--- config.mk ---
export PLATFORM = sky130hd
export DESIGN_NAME = touch_readout
export DESIGN_NICKNAME = d
export VERILOG_FILES = /design/src/common/touch_pkg.sv /design/src/pen_debounce.sv /design/src/touch_sequencer.sv /design/src/touch_readout.sv
export SDC_FILE = /design/constraint.sdc
export NUM_CORES = 1
export LEC_CHECK = 0
export ABC_AREA = 1
export BUFFER_PORTS_ARGS = -buffer_cell sky130_fd_sc_hd__buf_2
export CORE_MARGIN = 3
export CORE_UTILIZATION = 35
export CTS_BUF_LIST = sky130_fd_sc_hd__clkbuf_2 sky130_fd_sc_hd__clkbuf_4 sky130_fd_sc_hd__clkbuf_8
export CTS_CLUSTER_SIZE = 28
export DETAILED_ROUTE_END_ITERATION = 10
export PLACE_DENSITY = 0.56
export SYNTH_ARGS = -nofsm -noshare
export SYNTH_HDL_FRONTEND = slang
export SYNTH_SLANG_ARGS = --single-unit
--- constraint.sdc ---
create_clock -name mclk -period 2.7 [get_ports mclk]
set_input_delay 0.135 -clock mclk [delete_from_list [all_inputs] [get_ports mclk]]
set_output_delay 0.135 -clock mclk [all_outputs]
set_load 0.005 [all_outputs]
--- src/common/touch_pkg.sv ---
// Constants, register map and carrier types for the touch panel readout sequencer.
// Assumes a 100 MHz system clock and an Avalon-MM slave with 32-bit data.
package touch_pkg;

    // Timing
    localparam int    CLK_MHZ            = 100;
    localparam int    DEBOUNCE_MS        = 30;
    localparam int    DEBOUNCE_CYCLES    = DEBOUNCE_MS * 1000 * CLK_MHZ;

    // Register byte addresses (word aligned)
    localparam logic [7:0] ADDR_CTRL     = 8'h00;
    localparam logic [7:0] ADDR_DELAY    = 8'h04;
    localparam logic [7:0] ADDR_START    = 8'h08;
    localparam logic [7:0] ADDR_STATUS   = 8'h0c;
    localparam logic [7:0] ADDR_MASK     = 8'h10;
    localparam logic [7:0] ADDR_POINTER  = 8'h14;
    localparam logic [7:0] ADDR_RESULT   = 8'h18;
    localparam logic [7:0] ADDR_SENSE    = 8'h1c;

    // Control register fields
    localparam int    CTRL_MODE_LSB      = 0;
    localparam int    CTRL_GROUP_SEL     = 3;
    localparam int    CTRL_CONV_EN       = 4;
    localparam int    CTRL_REF_EN        = 5;
    localparam logic [5:0] CTRL_RESET    = 6'h00;

    // Delay register fields: pre delay [15:0], inter delay select [17:16]
    localparam int    DELAY_PRE_LSB      = 0;
    localparam int    DELAY_INTER_LSB    = 16;
    localparam logic [15:0] PRE_RESET    = 16'h0010;

    // Result pointer fields
    localparam int    PTR_SECOND_LSB     = 4;

    // Status / mask bits
    localparam int    ST_DONE_PRIMARY    = 0;
    localparam int    ST_DONE_SECOND     = 1;
    localparam int    ST_PEN             = 2;
    localparam int    ST_WIDTH           = 3;

    // Mode codes
    localparam logic [2:0] MODE_INTERRUPT = 3'h1;
    localparam logic [2:0] MODE_RESERVED_IRQ = 3'h5;

    // General purpose channel number of the first of the four plate pins
    localparam logic [2:0] GP_CHAN_X1    = 3'h4;

    // Conversion slots
    localparam int    SLOTS              = 8;
    localparam int    ADC_BITS           = 10;

    // Switch matrix setting for one conversion
    typedef enum logic [2:0] {
        SW_OPEN    = 3'b000,
        SW_X_READ  = 3'b001,
        SW_Y_READ  = 3'b010,
        SW_R_READ  = 3'b011,
        SW_PEN     = 3'b100,
        SW_GENERAL = 3'b101
    } switch_t;

    typedef struct packed {
        logic       start;
        logic [2:0] channel;
        switch_t    matrix;
    } conv_req_t;

    typedef struct packed {
        logic                done;
        logic [ADC_BITS-1:0] data;
    } conv_ans_t;

endpackage

--- src/pen_debounce.sv ---
// Dual-edge pen contact debouncer.
// Assumes the contact level is synchronous to mclk.
`timescale 1ns/1ns
`default_nettype none
module pen_debounce #(
    parameter int COUNT = touch_pkg::DEBOUNCE_CYCLES
) (
    input  wire logic mclk,
    input  wire logic resetn,
    input  wire logic enable,
    input  wire logic contact,
    output logic      stable,
    output logic      edge_seen
);
    logic [31:0] count;
    wire         differs = contact != stable;
    wire         expired = count >= 32'(COUNT - 1);

    // Level must hold a full window before it is accepted; either edge counts
    always_ff @(posedge mclk) begin
        if (!resetn || !enable) begin
            count     <= 32'h0;
            edge_seen <= 1'b0;
            if (!resetn)
                stable <= 1'b0;
        end else begin
            edge_seen <= differs && expired;
            if (!differs)
                count <= 32'h0;
            else if (expired) begin
                count  <= 32'h0;
                stable <= contact;
            end else
                count <= count + 32'h1;
        end
    end
endmodule // pen_debounce
`default_nettype wire

--- src/touch_sequencer.sv ---
// Eight-slot touch conversion sequencer with its own result store.
// Assumes the converter answers each start with one done pulse.
`timescale 1ns/1ns
`default_nettype none
module touch_sequencer #(
    parameter int DW = touch_pkg::ADC_BITS
) (
    input  wire logic                  mclk,
    input  wire logic                  resetn,
    input  wire logic                  go,
    input  wire logic [15:0]           pre_delay,
    input  wire logic [1:0]            inter_sel,
    input  wire touch_pkg::conv_ans_t  ans,
    output touch_pkg::conv_req_t       req,
    output logic                       busy,
    output logic                       finished,
    input  wire logic [2:0]            rd_addr_a,
    input  wire logic [2:0]            rd_addr_b,
    output logic [DW-1:0]              rd_data_a,
    output logic [DW-1:0]              rd_data_b
);
    typedef enum logic [1:0] {
        S_IDLE = 2'b00,
        S_WAIT = 2'b01,
        S_CONV = 2'b10
    } seq_t;

    seq_t          state;
    logic [2:0]    slot;
    logic [17:0]   timer;
    logic [DW-1:0] store [touch_pkg::SLOTS];

    function automatic touch_pkg::switch_t slot_matrix(input logic [2:0] s);
        case (s)
            3'h0, 3'h1: slot_matrix = touch_pkg::SW_X_READ;
            3'h3, 3'h4: slot_matrix = touch_pkg::SW_Y_READ;
            3'h6, 3'h7: slot_matrix = touch_pkg::SW_R_READ;
            default:    slot_matrix = touch_pkg::SW_OPEN;
        endcase
    endfunction

    wire        is_dummy   = slot_matrix(slot) == touch_pkg::SW_OPEN;
    wire [17:0] inter_wait = 18'h0010 << inter_sel;
    wire        timer_zero = timer == 18'h0;

    assign rd_data_a = store[rd_addr_a];
    assign rd_data_b = store[rd_addr_b];
    assign busy      = state != S_IDLE;

    always_ff @(posedge mclk) begin
        finished  <= 1'b0;
        req.start <= 1'b0;
        if (!resetn) begin
            state      <= S_IDLE;
            slot       <= 3'h0;
            timer      <= 18'h0;
            req        <= '0;
            for (int i = 0; i < touch_pkg::SLOTS; i++)
                store[i] <= '0;
        end else begin
            case (state)
                S_IDLE: if (go) begin
                    slot  <= 3'h0;
                    timer <= {2'b00, pre_delay};
                    state <= S_WAIT;
                end
                S_WAIT: begin
                    req.matrix  <= slot_matrix(slot);
                    req.channel <= 3'h0;
                    if (timer_zero) begin
                        req.start <= !is_dummy;
                        state     <= S_CONV;
                    end else
                        timer <= timer - 18'h1;
                end
                S_CONV: if (is_dummy || ans.done) begin
                    // Dummy slot issues no start and stores zero
                    store[slot] <= is_dummy ? '0 : ans.data;
                    if (slot == 3'h7) begin
                        finished   <= 1'b1;
                        req.matrix <= touch_pkg::SW_OPEN;
                        state      <= S_IDLE;
                    end else begin
                        slot  <= slot + 3'h1;
                        timer <= inter_wait;
                        state <= S_WAIT;
                    end
                end
                default: state <= S_IDLE;
            endcase
        end
    end
endmodule // touch_sequencer
`default_nettype wire

--- src/touch_readout.sv ---
// Top of the touch panel readout block: Avalon-MM register slave, mode decode, pen
// detection and the conversion sequencer. Assumes a shared converter answering on conv_ans.
`timescale 1ns/1ns
`default_nettype none
module touch_readout #(
    parameter int DEBOUNCE = touch_pkg::DEBOUNCE_CYCLES
) (
    input  wire logic                 mclk,
    input  wire logic                 resetn,
    input  wire logic [7:0]           avs_address,
    input  wire logic                 avs_read,
    input  wire logic                 avs_write,
    input  wire logic [31:0]          avs_writedata,
    input  wire logic [3:0]           avs_byteenable,
    output logic [31:0]               avs_readdata,
    output logic                      avs_waitrequest,
    output logic [1:0]                avs_response,
    input  wire logic                 external_trigger_pin,
    input  wire logic                 pen_contact,
    input  wire touch_pkg::conv_ans_t conv_ans,
    output touch_pkg::conv_req_t      conv_req,
    output logic                      panel_reference_enable,
    output logic                      adc_input_group_select,
    output logic                      pen_detect_bias,
    output logic                      irq
);
    logic [5:0]               ctrl;
    logic [15:0]              pre_conversion_delay;
    logic [1:0]               inter_conversion_delay_select;
    logic [2:0]               result_pointer_primary;
    logic [2:0]               result_pointer_secondary;
    logic [touch_pkg::ST_WIDTH-1:0] status;
    logic [touch_pkg::ST_WIDTH-1:0] mask;
    logic                     trig_prev;
    logic                     requester;
    logic                     answered;
    logic                     gp_busy;

    // Decode
    wire [2:0] panel_mode_field  = ctrl[touch_pkg::CTRL_MODE_LSB +: 3];
    wire       converter_enable  = ctrl[touch_pkg::CTRL_CONV_EN];
    wire       mode_inactive     = panel_mode_field[1:0] == 2'b00;
    wire       mode_pen          = panel_mode_field == touch_pkg::MODE_INTERRUPT;
    wire       mode_touch        = panel_mode_field[1] && !panel_mode_field[2];
    wire       hit_ctrl          = avs_address == touch_pkg::ADDR_CTRL;
    wire       hit_delay         = avs_address == touch_pkg::ADDR_DELAY;
    wire       hit_start         = avs_address == touch_pkg::ADDR_START;
    wire       hit_status        = avs_address == touch_pkg::ADDR_STATUS;
    wire       hit_mask          = avs_address == touch_pkg::ADDR_MASK;
    wire       hit_pointer       = avs_address == touch_pkg::ADDR_POINTER;
    wire       hit_result        = avs_address == touch_pkg::ADDR_RESULT;
    wire       hit_sense         = avs_address == touch_pkg::ADDR_SENSE;
    wire       hit_any           = hit_ctrl | hit_delay | hit_start | hit_status | hit_mask
                                   | hit_pointer | hit_result | hit_sense;
    wire       access            = (avs_read | avs_write) && !answered;
    wire       wr                = avs_write && !answered && avs_byteenable[0];
    wire       trig_edge         = external_trigger_pin && !trig_prev;
    wire       sw_start          = wr && hit_start && avs_writedata[0];
    wire       sw_second         = avs_writedata[1];
    // Trigger gated by converter enable
    wire       trigger           = converter_enable && (trig_edge || sw_start);

    // Pen detect
    logic pen_level;
    logic pen_event;
    pen_debounce #(
        .COUNT     (DEBOUNCE)
    ) u_pen (
        .mclk      (mclk),
        .resetn    (resetn),
        .enable    (mode_pen),
        .contact   (pen_contact),
        .stable    (pen_level),
        .edge_seen (pen_event)
    );

    // Sequencer
    touch_pkg::conv_req_t seq_req;
    logic                 seq_busy;
    logic                 seq_done;
    logic [9:0]           data_a;
    logic [9:0]           data_b;
    touch_sequencer u_seq (
        .mclk      (mclk),
        .resetn    (resetn),
        .go        (trigger && mode_touch && !seq_busy && !gp_busy),
        .pre_delay (pre_conversion_delay),
        .inter_sel (inter_conversion_delay_select),
        .ans       (conv_ans),
        .req       (seq_req),
        .busy      (seq_busy),
        .finished  (seq_done),
        .rd_addr_a (result_pointer_primary),
        .rd_addr_b (result_pointer_secondary),
        .rd_data_a (data_a),
        .rd_data_b (data_b)
    );

    // General purpose single conversion on a plate pin in inactive mode
    logic [9:0] gp_result;
    wire        gp_go   = trigger && mode_inactive && !seq_busy && !gp_busy;
    wire        gp_done = gp_busy && conv_ans.done;
    wire        any_done = seq_done || gp_done;

    wire [touch_pkg::ST_WIDTH-1:0] done_bits = {1'b0, requester, !requester};
    wire [touch_pkg::ST_WIDTH-1:0] events    = (any_done ? done_bits : 3'h0)
                                               | {pen_event, 2'b00};
    wire [touch_pkg::ST_WIDTH-1:0] clr_bits  = (wr && hit_status)
                                               ? avs_writedata[touch_pkg::ST_WIDTH-1:0] : 3'h0;

    wire [31:0] rd_mux =
        hit_ctrl    ? {26'h0, ctrl} :
        hit_delay   ? {14'h0, inter_conversion_delay_select, pre_conversion_delay} :
        hit_start   ? {31'h0, seq_busy | gp_busy} :
        hit_status  ? {29'h0, status} :
        hit_mask    ? {29'h0, mask} :
        hit_pointer ? {25'h0, result_pointer_secondary, 1'b0, result_pointer_primary} :
        hit_result  ? {6'h0, data_b, 6'h0, data_a} :
        hit_sense   ? {22'h0, gp_result} : 32'h0;

    // One wait cycle per access keeps read data registered
    always_ff @(posedge mclk) begin
        if (!resetn) begin
            answered        <= 1'b0;
            avs_waitrequest <= 1'b1;
            avs_readdata    <= 32'h0;
            avs_response    <= 2'b00;
        end else begin
            answered        <= access;
            avs_waitrequest <= !access;
            avs_readdata    <= (access && avs_read) ? rd_mux : 32'h0;
            avs_response    <= (access && !hit_any) ? 2'b11 : 2'b00;
        end
    end

    always_ff @(posedge mclk) begin
        if (!resetn) begin
            ctrl                          <= touch_pkg::CTRL_RESET;
            pre_conversion_delay          <= touch_pkg::PRE_RESET;
            inter_conversion_delay_select <= 2'b00;
            result_pointer_primary        <= 3'h0;
            result_pointer_secondary      <= 3'h0;
            mask                          <= 3'h0;
        end else if (wr) begin
            if (hit_ctrl)
                ctrl <= avs_writedata[5:0];
            if (hit_delay) begin
                pre_conversion_delay          <= avs_writedata[touch_pkg::DELAY_PRE_LSB +: 16];
                inter_conversion_delay_select <= avs_writedata[touch_pkg::DELAY_INTER_LSB +: 2];
            end
            if (hit_pointer) begin
                result_pointer_primary   <= avs_writedata[2:0];
                result_pointer_secondary <= avs_writedata[touch_pkg::PTR_SECOND_LSB +: 3];
            end
            if (hit_mask)
                mask <= avs_writedata[touch_pkg::ST_WIDTH-1:0];
        end
    end

    // Set wins over a write-one clear in the same cycle
    always_ff @(posedge mclk) begin
        if (!resetn) begin
            status    <= 3'h0;
            irq       <= 1'b0;
            trig_prev <= 1'b0;
            requester <= 1'b0;
        end else begin
            status    <= (status & ~clr_bits) | events;
            irq       <= |(((status & ~clr_bits) | events) & mask);
            trig_prev <= external_trigger_pin;
            if (sw_start && converter_enable && !seq_busy && !gp_busy)
                requester <= sw_second;
            else if (trig_edge && converter_enable && !seq_busy && !gp_busy)
                requester <= 1'b0;
        end
    end

    always_ff @(posedge mclk) begin
        if (!resetn) begin
            gp_busy                <= 1'b0;
            gp_result              <= 10'h000;
            conv_req               <= '0;
            panel_reference_enable <= 1'b0;
            adc_input_group_select <= 1'b0;
            pen_detect_bias        <= 1'b0;
        end else begin
            adc_input_group_select <= ctrl[touch_pkg::CTRL_GROUP_SEL];
            // Reference follows its own bit; only touch readings need it
            panel_reference_enable <= ctrl[touch_pkg::CTRL_REF_EN];
            pen_detect_bias        <= mode_pen;
            if (gp_go) begin
                gp_busy          <= 1'b1;
                conv_req.start   <= 1'b1;
                conv_req.matrix  <= touch_pkg::SW_GENERAL;
                conv_req.channel <= touch_pkg::GP_CHAN_X1 + {1'b0, avs_writedata[3:2]};
            end else if (seq_busy) begin
                conv_req <= seq_req;
            end else begin
                conv_req.start  <= 1'b0;
                conv_req.matrix <= mode_pen ? touch_pkg::SW_PEN : touch_pkg::SW_OPEN;
            end
            if (gp_done) begin
                gp_busy   <= 1'b0;
                gp_result <= conv_ans.data;
            end
        end
    end
endmodule // touch_readout
`default_nettype wire

==> run summary, run 1 <==
Filler Cells Inserted: 3146
synthesis-to-layout area growth: 19.6%
largest family of logic cells by synthesized area: simple AND/OR/NAND/NOR gates
die height: 183 um
Routed Antenna Nets: 0
post-route minimum period: 2.48 ns
final hold slack: 0.127 ns
RePlAce Congestion: 0.912
FMAX: 403 MHz
Adder-Cell Fraction of Synth Area: 0.0136
root buf cell: clkbuf_8
CTS tree: yes
maximum number of pins on one net before global-route repair: 57
met2 routed WL: 13100 um
vias in the first global route: 9355
max-cap violations: 0
CP delay by family, top: simple AND/OR/NAND/NOR gates
Yosys top cell area share: 0.282
antenna cells: 0
xor-xnor portion of the synthesized cell area: 0.00796
Worst-Margin Slew: 0.791 ns
max incr delay on CP: 0.37 ns
Cell Area, Placed: 0.0119 mm2
post-synthesis sequential area ratio: 0.503
Avg Inst Size Synth: 7.62 um2
Setup crit end kind: flip-flop
worst reg2reg path depth: 9
CTS buffer count: 43
Synth area leaders: dfxtp_1 28%, edfxtp_1 22%, nand2_1 8.8%
CTS max path bufs: 3
DR vias: 9853
CP max stage cell: dfxtp_1
hold path cells: 6
area of the multi-input gates: 0.00470 mm2
Leakage: 5.45 nW
total power: 10.2 mW
CTS Sinks: 236
routed wire length per instance: 15.3 um
antenna violations before repair: 1
Starting DRT DRC Count: 686
Final setup viols: 0
total track usage: 0.183
# DRC: 0
compound-gate portion of the synthesized area: 0.149
DRT met1 WL: 14900 um
Post-DP HPWL: 22500 um
Post-Syn Instances: 1445
r2r setup slk: 0.22 ns
vias per cell: 4.90
PortBufs: 83
Crit path depth: 9
buffer and inverter count on the worst path: 1
Post-Synth Simple-Gate Area: 0.249
die area: 0.0336 mm2
finished layout cell area: 0.0132 mm2
CP Cell Sequence: ha_1, ha_1, a21oi_1, nand3_1, inv_1, o211ai_1, nor2_1, nand2_1, nand2_2
FF+latch area: 0.00554 mm2
H-tree depth: 2
drt pass-1 iters: 5
Synth warnings: 0
status: completed
Hold WC Path Type: in -> reg
share of cells above drive strength 1: 0.134
clock skew: 0.0273 ns
clk_lat worst skew: 0.55 ns
Main synth FF type: dfxtp_1
Post-synth EDFFs: 81
Critical Path RT: 2.92 ns
critical setup path kind: reg -> reg
I/O pin count: 107
nets@finish: 1655
GRT Residual Overflow: 0
first-pass GRT wire length: 49300 um
final setup TNS: 0 ns
CP Launch Type: flip-flop
max-slew violations: 0
Initial Utilization: 0.357
num rows: 64
DR WL met3: 2060 um
mux share of post-synthesis cell area: 0
Die W: 183 um
FF+latch count, synth: 236
worst vdd ir: 0.400 mV
most prevalent standard cell on the critical path: ha_1
Final Hold Viols: 0
final wirelength: 30900 um
final worst path period share: 0.919
post-synthesis async set-or-reset flop share: 0
Slew headroom: 0.472
Crit Path Max Fanout: 10
RSZ-0062 raised after global routing: false
DR top layer: met4
count of cell types in the netlist: 40
Critical Path AT: 2.70 ns
Yosys top cell by area: dfxtp_1
Power Density: 774 mW/mm2
Syn Std Cell Area: 0.0110 mm2
Clk pin slew, worst setup/hold paths: 0.06 ns
Core Area: 0.0308 mm2
registers in the layout, indices dropped and copies added, names as in the netlist, 2 cells and up, named ones only:
signal and cells:
avs_readdata 26, conv_req 7, ctrl 6, gp_result 10, inter_conversion_delay_select 2, mask 3
pre_conversion_delay 16, result_pointer_primary 3, result_pointer_secondary 3, status 3, u_pen.count 32, u_seq.req 3
u_seq.slot 3, u_seq.state 2, u_seq.store 80, u_seq.timer 18
through the flow:
step / setup WS (ns) / instances / utilization
final: 0.218 / 2012 / 0.427
after global placement: 0.178 / 1899 / 0.385
after global routing: 0.0201 / 2012 / 0.427
after CTS: 0.136 / 2012 / 0.426
after floorplan: 0.440 / 1460 / -
after detailed placement: 0.133 / 1899 / 0.385
where the power goes:
group | switching, mW | total [mW] | leakage [nW] | internal, mW
registers | 0.160 | 4.02 | 2.09 | 3.86
clock network | 1.52 | 3.62 | 0.493 | 2.10
logic | 1.75 | 2.55 | 2.87 | 0.800
cell usage in the layout, fill, tap and decap left out, types with 5 or more instances in the layout:
| cell type | instances |
|---|---|
| buf_4 | 26 |
| nor2_1 | 248 |
| nor3_1 | 22 |
| inv_1 | 136 |
| clkinv_1 | 7 |
| o21ai_0 | 153 |
| nor2_2 | 7 |
| nand3_1 | 94 |
| edfxtp_1 | 81 |
| o21ai_1 | 5 |
| a21oi_1 | 126 |
| nand2_1 | 251 |
| clkbuf_8 | 51 |
| nand4_1 | 13 |
| xnor2_1 | 5 |
| clkinv_2 | 13 |
| ha_1 | 12 |
| buf_2 | 83 |
| nand2_2 | 11 |
| conb_1 | 16 |
| o211ai_1 | 10 |
| o22ai_1 | 5 |
| dlygate4sd3_1 | 34 |
| inv_2 | 5 |
| a31oi_1 | 5 |
| xor2_1 | 5 |
| clkbuf_4 | 6 |
| dfxtp_1 | 155 |
cells by family after synthesis:
family          Yosys count
fa+ha+maj                12
compound gates          314
buf+inv                 211
simple gates            661
other cells               1
flops                   236
xor+xnor                 10
final cells by class:
| class | instances | area share |
|---|---|---|
| clock buffers | 57 | 0.0567 |
| clock inverters | 22 | 0.0144 |
| inverters | 145 | 0.0413 |
| multi-input cells | 1013 | 0.357 |
| flip-flops and latches | 236 | 0.420 |
| well taps | 396 | 0.0376 |
| repair buffers | 143 | 0.0722 |
synthesized netlist by cell type, types with 7 or more instances:
cell type	instances
nand2_1	259
inv_1	136
o21ai_0	153
nand3_1	94
o211ai_1	10
buf_4	8
nor2_1	248
nor3_1	22
nor2_2	7
buf_2	14
nand4_1	13
dfxtp_1	155
clkbuf_1	40
a21oi_1	126
ha_1	12
edfxtp_1	81
layer usage:
layer	vias to the layer above	global-route usage
li1	5018	-
met1	4477	0.268
met2	303	0.274
met3	55	0.0331
met4	0	0.0579
met5	-	0
worst paths after layout:
check | from | endpoint
worst max register to register | u_seq.slot[0]$_SDFFE_PN0P_ | u_seq.store[3][7]$_SDFFCE_PN0P_
worst min register to register | u_pen.count[0]$_SDFF_PP0_ | u_pen.count[0]$_SDFF_PP0_
worst max-delay path | u_seq.slot[0]$_SDFFE_PN0P_ | u_seq.store[3][7]$_SDFFCE_PN0P_
worst min-delay path | avs_address[3] | avs_readdata[0]$_SDFF_PN0_
worst register-to-register path, stage by stage, from the launching register on:
cell      delay, ns
dfxtp_1        0.37
ha_1           0.23
ha_1           0.23
a21oi_1        0.18
nand3_1        0.13
inv_1          0.09
o211ai_1       0.13
nor2_1         0.36
nand2_1        0.20
nand2_2        0.25
timing repair:
action | 4_1_cts | 5_1_grt
resized for setup | 0 | 8
endpoints found under the hold margin | 63 | 0
setup endpoints to repair | 0 | 80
setup buffers | 0 | 0
hold buffers | 34 | 0
Note: power is estimated with default switching activity, not from simulation.
==> run 2, diff against run 1 <==
--- a/config.mk
+++ b/config.mk
@@ -12,7 +12,7 @@
 export CTS_BUF_LIST = sky130_fd_sc_hd__clkbuf_2 sky130_fd_sc_hd__clkbuf_4 sky130_fd_sc_hd__clkbuf_8
 export CTS_CLUSTER_SIZE = 28
 export DETAILED_ROUTE_END_ITERATION = 10
-export PLACE_DENSITY = 0.56
+export PLACE_DENSITY = 0.58
 export SYNTH_ARGS = -nofsm -noshare
 export SYNTH_HDL_FRONTEND = slang
 export SYNTH_SLANG_ARGS = --single-unit
==> constraint.sdc (replaced) <==
create_clock -name mclk -period 1.99 [get_ports mclk]
set_input_delay 0.0995 -clock mclk [delete_from_list [all_inputs] [get_ports mclk]]
set_output_delay 0.0995 -clock mclk [all_outputs]
set_load 0.005 [all_outputs]
==> run 2 against run 1 <==
Clock power grew 36%. Critical path depth grew 2. Routed wire length grew 13%. Critical path type unchanged. Cell count increased by 4.1%. Setup slack got worse by 0.21 ns. Critical endpoint is now u_seq.store[3][9]$_SDFFCE_PN0P_.
==> run summary, run 2 (synthesis gave the netlist of run 1 again) <==
Slew headroom: 0.463 (-0.00922)
share of cells above drive strength 1: 0.198 (+0.0632)
final worst path period share: 0.996 (+0.0767)
clock power share: 0.326 (-0.029)
Critical Path RT: 2.43 ns (-0.49 ns)
first-pass GRT wire length: 53900 um (+9.2%)
CP Launch Type: flip-flop
Setup crit end kind: flip-flop
CTS Sinks: 236 (unchanged)
most common cell after layout, fill and taps aside: nand2_1
Pint: 9.97 mW (+48%)
Starting DRT DRC Count: 960 (+40%)
Worst-Margin Slew: 0.805 ns (+0.0138 ns)
die height: 183 um (unchanged)
# DRC: 0 (unchanged)
most prevalent standard cell on the critical path: ha_4
Sw Pwr: 5.18 mW (+51%)
CTS tree: yes
Final Hold Viols: 0 (unchanged)
biggest regs: u_seq.store (80), u_pen.count (32), avs_readdata (26)
routed wire length per instance: 16.6 um (+8.4%)
nets@finish: 1734 (+4.8%)
Routed Antenna Nets: 0 (unchanged)
RePlAce Congestion: 0.910 (-0.22%)
most frequent cells in the layout: 241 x nand2_1, 235 x nor2_1, 152 x o21ai_0, 152 x dfxtp_1, 133 x inv_1
finished layout cell area: 0.0143 mm2 (+8.8%)
critical setup path kind: reg -> reg
FMAX: 504 MHz (+25%)
Die W: 183 um (unchanged)
CTS max path bufs: 3 (unchanged)
combinational power share: 0.314 (+0.063)
DR vias: 10500 (+6.5%)
max-cap violations: 0 (unchanged)
H-tree depth: 2 (unchanged)
vias per cell: 5.01 (+2.3%)
Crit Path Max Fanout: 5 (-5)
Core Area: 0.0308 mm2 (unchanged)
max reg flops: 80 (unchanged)
root buf cell: clkbuf_8
Cell Area, Placed: 0.0126 mm2 (+6.2%)
slack of the critical path: 0.00783 ns (-0.210 ns)
GRT Residual Overflow: 0 (unchanged)
Post-DP HPWL: 24700 um (+9.7%)
CP Cell Sequence: ha_4, ha_4, a21oi_4, nand3_2, inv_2, o211ai_1, nor2_1, buf_6, nand2_8, clkbuf_16, nor2_2
die area: 0.0336 mm2 (unchanged)
post-route minimum period: 1.98 ns (-0.500 ns)
register share of total power: 0.360 (-0.034)
maximum number of pins on one net before global-route repair: 31 (-46%)
clock skew: 0.0509 ns (+0.0236 ns)
largest register by flop count: u_seq.store
I/O pin count: 107 (unchanged)
num rows: 64 (unchanged)
fin cells: 2094 (+4.1%)
vias in the first global route: 9884 (+5.7%)
RSZ-0062 raised after global routing: true
clk_lat worst skew: 0.58 ns (+0.03 ns)
Critical Path AT: 2.42 ns (-0.28 ns)
drt pass-1 iters: 5 (unchanged)
Net Sw Frac: 0.342 (+0.00490)
Hold WC Path Type: in -> reg
synthesis-to-layout area growth: 30.1%
worst vdd ir: 0.538 mV (+34%)
Clk pin slew, worst setup/hold paths: 0.06 ns (about the same)
CTS buffer count: 43 (unchanged)
total track usage: 0.203 (+0.0198)
max incr delay on CP: 0.37 ns (about the same)
Leakage: 6.00 nW (+10%)
Final setup viols: 0 (unchanged)
r2r setup slk: 0.008 ns (-0.21 ns)
Initial Utilization: 0.357 (unchanged)
CP max stage cell: dfxtp_4
max-slew violations: 0 (unchanged)
Filler Cells Inserted: 3026 (-3.8%)
Placed Cells: 1965 (+3.5%)
Power Density: 1060 mW/mm2 (+37%)
final setup TNS: 0 ns (unchanged)
total power: 15.1 mW (+49%)
antenna violations before repair: 3 (+2)
final wirelength: 34800 um (+13%)
pre-CTS WS: -0.0842 ns (-0.217 ns)
PortBufs: 83 (unchanged)
status: completed
## run 2: changes by cell type in the layout (fill, tap and decap cells not counted), sizes merged, moves of 2 or more
cell      before  now
clkinvlp       3    1
buf          109  181
clkinv        20   17
diode          0    2
nand2        262  266
clkbuf        57   65
## run 2: path summary, 6_finish.rpt
check	startpoint	cells after the start	to
setup / recovery	u_seq.slot[0]$_SDFFE_PN0P_	11	u_seq.store[3][9]$_SDFFCE_PN0P_
hold / removal	resetn	3	pre_conversion_delay[4]$_SDFFE_PN1P_
setup reg to reg	u_seq.slot[0]$_SDFFE_PN0P_	11	u_seq.store[3][9]$_SDFFCE_PN0P_
hold reg to reg	ctrl[3]$_SDFFE_PN0P_	2	adc_input_group_select$_SDFF_PN0_
## run 2: worst max-delay path: cells and delay by family, from the launching register on
kind / cells / cell delay (ns)
buf+inv: 3 / 0.47
simple gates: 4 / 0.46
flops: 1 / 0.37
fa+ha+maj: 2 / 0.32
compound gates: 2 / 0.25
## run 2: layer usage
metal,GRT usage,up-vias,wire [um],share of wire
met5,0,-,13,0.00037
met4,0.0670,2,970,0.028
met3,0.0385,70,2620,0.075
met2,0.313,372,15300,0.44
met1,0.287,4858,15900,0.46
li1,-,5191,-,-
## run 2: layout make-up
| type | count | area, um2 | share of cell area |
|---|---|---|---|
| flip-flops and latches | 236 | 5540 | 0.387 |
| multi-input cells | 1017 | 5070 | 0.354 |
| repair buffers | 218 | 1730 | 0.121 |
| clock buffers | 63 | 786 | 0.0549 |
| inverters | 145 | 544 | 0.0380 |
| well taps | 396 | 495 | 0.0346 |
| clock inverters | 17 | 149 | 0.0104 |
| diodes | 2 | 5.00 | 0.000349 |
## run 2: power by group through the flow
| stage | combinational [mW] | sequential (mW) | clock, mW |
|---|---|---|---|
| after CTS | 4.41 | 5.44 | 5.04 |
| after floorplan | 2.55 | 5.49 | 0 |
| after detailed placement | 4.27 | 5.54 | 0 |
| final | 4.75 | 5.45 | 4.94 |
| after global placement | 4.24 | 5.53 | 0 |
| after global routing | 5.25 | 5.48 | 5.28 |
## run 2: through the flow
stage / hold slack [ns] / utilization
2_1_floorplan: 0.193 / -
3_3_place_gp: 0.296 / 0.409
3_5_place_dp: 0.305 / 0.409
4_1_cts: 0.0337 / 0.452
5_1_grt: 0.0704 / 0.465
6_report: 0.0678 / 0.465
## run 2: repair_timing
| action | in CTS | in global routing |
|---|---|---|
| hold endpoints to repair | 59 | 0 |
| endpoints found under the setup margin | 151 | 184 |
| gates cloned | 1 | 5 |
| buffers inserted | 1 | 5 |
| hold buffers | 35 | 0 |
| gates resized for setup | 11 | 64 |
| pin swaps | 5 | 14 |
==> run 3, diff against run 2 <==
--- a/config.mk
+++ b/config.mk
@@ -12,6 +12,7 @@
 export CTS_BUF_LIST = sky130_fd_sc_hd__clkbuf_2 sky130_fd_sc_hd__clkbuf_4 sky130_fd_sc_hd__clkbuf_8
 export CTS_CLUSTER_SIZE = 28
 export DETAILED_ROUTE_END_ITERATION = 10
+export MAX_ROUTING_LAYER = met4
 export PLACE_DENSITY = 0.58
 export SYNTH_ARGS = -nofsm -noshare
 export SYNTH_HDL_FRONTEND = slang
==> run 3 against run 2 <==
Core utilization about the same. Worst hold slack got worse by 0.026 ns. Total power about the same. The run now ends with negative setup slack left. Clock skew decreased by 0.0063 ns. Sequential share of layout area about the same. Critical path depth decreased by 1. Routed wire length increased by 1.6%. Setup slack got worse by 0.052 ns. Via count decreased by 0.85%. Final area about the same. Combinational power decreased by 5.5%. Count of clock-buffer cells in the layout increased by 3.
==> run summary, run 3 (synthesis gave the netlist of run 1 again) <==
Initial Utilization: 0.357 (unchanged)
Hold WC Path Type: in -> reg
Worst-Margin Slew: 0.789 ns (-0.0156 ns)
critical setup path kind: reg -> reg
num rows: 64 (unchanged)
Clk pin slew, worst setup/hold paths: 0.06 ns (about the same)
PortBufs: 83 (unchanged)
Final Hold Viols: 0 (unchanged)
most common cell after layout, fill and taps aside: nand2_1
I/O pin count: 107 (unchanged)
Critical Path RT: 2.25 ns (-0.18 ns)
Crit Path Max Fanout: 5 (unchanged)
finished layout cell area: 0.0143 mm2 (about the same)
final setup TNS: -0.562 ns (-0.562 ns)
max reg flops: 80 (unchanged)
first-pass GRT wire length: 54000 um (+0.23%)
nets@finish: 1731 (-0.17%)
vias per cell: 4.98 (-0.66%)
worst vdd ir: 0.661 mV (+23%)
FF+latch area: 0.00554 mm2 (about the same)
final worst path period share: 1.02 (+0.0263)
Filler Cells Inserted: 3014 (-0.40%)
synthesis-to-layout area growth: 30.2% (about the same)
combinational power share: 0.296 (-0.018)
Die W: 183 um (unchanged)
FMAX: 492 MHz (-2.6%)
RePlAce Congestion: 0.925 (+1.7%)
slack of the critical path: -0.0445 ns (-0.0524 ns)
CP delay by family, top: simple AND/OR/NAND/NOR gates
Core Area: 0.0308 mm2 (unchanged)
CTS max path bufs: 3 (unchanged)
area of the multi-input gates: 0.00513 mm2 (+1.2%)
vias in the first global route: 9800 (-0.85%)
Slew headroom: 0.473 (+0.0104)
Leakage: 5.99 nW (-0.14%)
die height: 183 um (unchanged)
GRT Residual Overflow: 0 (unchanged)
final wirelength: 35400 um (+1.6%)
max incr delay on CP: 0.36 ns (about the same)
DR vias: 10400 (-0.85%)
RSZ-0062 raised after global routing: true
post-route minimum period: 2.03 ns (+0.0524 ns)
clock skew: 0.0446 ns (-0.00628 ns)
maximum number of pins on one net before global-route repair: 39 (+26%)
drt pass-1 iters: 7 (+2)
Net Sw Frac: 0.342 (about the same)
violated checks: negative setup slack
CTS tree: yes
clock power share: 0.344 (+0.018)
total track usage: 0.210 (+0.00788)
Post-DP HPWL: 24800 um (+0.23%)
clk_lat worst skew: 0.58 ns (about the same)
CTS Sinks: 236 (unchanged)
# DRC: 0 (unchanged)
share of cells above drive strength 1: 0.205 (+0.00721)
most frequent cells in the layout: 241 x nand2_1, 222 x nor2_1, 153 x o21ai_0, 153 x dfxtp_1, 133 x inv_1
CP Cell Sequence: ha_4, ha_4, a21oi_4, nand3_2, inv_2, o211ai_1, nor2_1, buf_4, nand2_4, nand2_4
Starting DRT DRC Count: 978 (+1.9%)
root buf cell: clkbuf_8
status: finished with violations
max-cap violations: 0 (unchanged)
CP Launch Type: flip-flop
Critical Path AT: 2.29 ns (-0.13 ns)
Cell Area, Placed: 0.0126 mm2 (-0.34%)
die area: 0.0336 mm2 (unchanged)
Final setup viols: 33 (+33)
Routed Antenna Nets: 0 (unchanged)
CTS buffer count: 44 (+2.3%)
Sw Pwr: 5.18 mW (about the same)
antenna violations before repair: 4 (+1)
H-tree depth: 2 (unchanged)
register share of total power: 0.359 (about the same)
buffer and inverter count on the worst path: 2 (-1)
CP max stage cell: dfxtp_4
biggest regs: u_seq.store (80), u_pen.count (32), avs_readdata (26)
largest register by flop count: u_seq.store
Power Density: 1060 mW/mm2 (about the same)
max-slew violations: 0 (unchanged)
routed wire length per instance: 16.9 um (+1.8%)
Pint: 9.98 mW (about the same)
Setup crit end kind: flip-flop
==> run 3: area by class of cell <==
class | instances | area share
diodes | 4 | 0.000698
clock inverters | 12 | 0.0111
repair buffers | 212 | 0.114
well taps | 396 | 0.0346
inverters | 145 | 0.0380
flip-flops and latches | 236 | 0.387
clock buffers | 66 | 0.0577
multi-input cells | 1019 | 0.358
==> run 3: metrics by stage <==
step / hold WS (ns) / power (mW) / util / worst slack (ns) / instances
after floorplan: 0.193 / 8.04 / - / 0.00501 / 1460
after global placement: 0.294 / 9.64 / 0.408 / -0.0349 / 1961
after detailed placement: 0.305 / 9.68 / 0.408 / -0.0892 / 1961
after CTS: 0.00836 / 15.0 / 0.452 / -0.00616 / 2074
after global routing: 0.0323 / 16.1 / 0.465 / -0.171 / 2090
final: 0.0413 / 15.2 / 0.465 / -0.0445 / 2090
==> run 3: worst paths after layout <==
check,from,to,slack (ns),cells after the start
worst max register to register,u_seq.slot[0]$_SDFFE_PN0P_,u_seq.store[3][9]$_SDFFCE_PN0P_,-0.04,10
worst max-delay path,u_seq.slot[0]$_SDFFE_PN0P_,u_seq.store[3][9]$_SDFFCE_PN0P_,-0.04,10
worst min register to register,u_pen.count[0]$_SDFF_PP0_,u_pen.count[0]$_SDFF_PP0_,0.45,1
worst min-delay path,resetn,u_seq.finished$_SDFF_PN0_,0.04,4
==> run 3: layer usage <==
layer | GRT usage | share of wire | up-vias | wire length (um)
met3 | 0.0369 | 0.073 | 79 | 2580
li1 | - | - | 5190 | -
met1 | 0.294 | 0.46 | 4753 | 16400
met4 | 0.0631 | 0.026 | 0 | 938
met2 | 0.313 | 0.44 | 382 | 15500
met5 | - | 0 | - | 0
==> run 3: power groups by stage <==
stage	sequential, mW	clock, mW	combinational, mW
6_report	5.45	5.22	4.49
2_1_floorplan	5.49	0	2.55
3_3_place_gp	5.53	0	4.11
4_1_cts	5.43	5.32	4.26
5_1_grt	5.48	5.56	5.02
3_5_place_dp	5.53	0	4.14
==> run 3: worst reg2reg max path, stage by stage (launching register included) <==
cell      delay [ns]
dfxtp_4         0.36
ha_4            0.16
ha_4            0.16
a21oi_4         0.13
nand3_2         0.11
inv_2           0.07
o211ai_1        0.13
nor2_1          0.12
buf_4           0.19
nand2_4         0.11
nand2_4         0.19
==> run 3: repair_timing <==
action,in CTS,in global routing
resized for setup,9,85
gates cloned,1,10
hold buffers,33,0
hold endpoints to repair,58,0
pin swaps,5,10
endpoints found under the setup margin,171,195
setup buffers,1,2
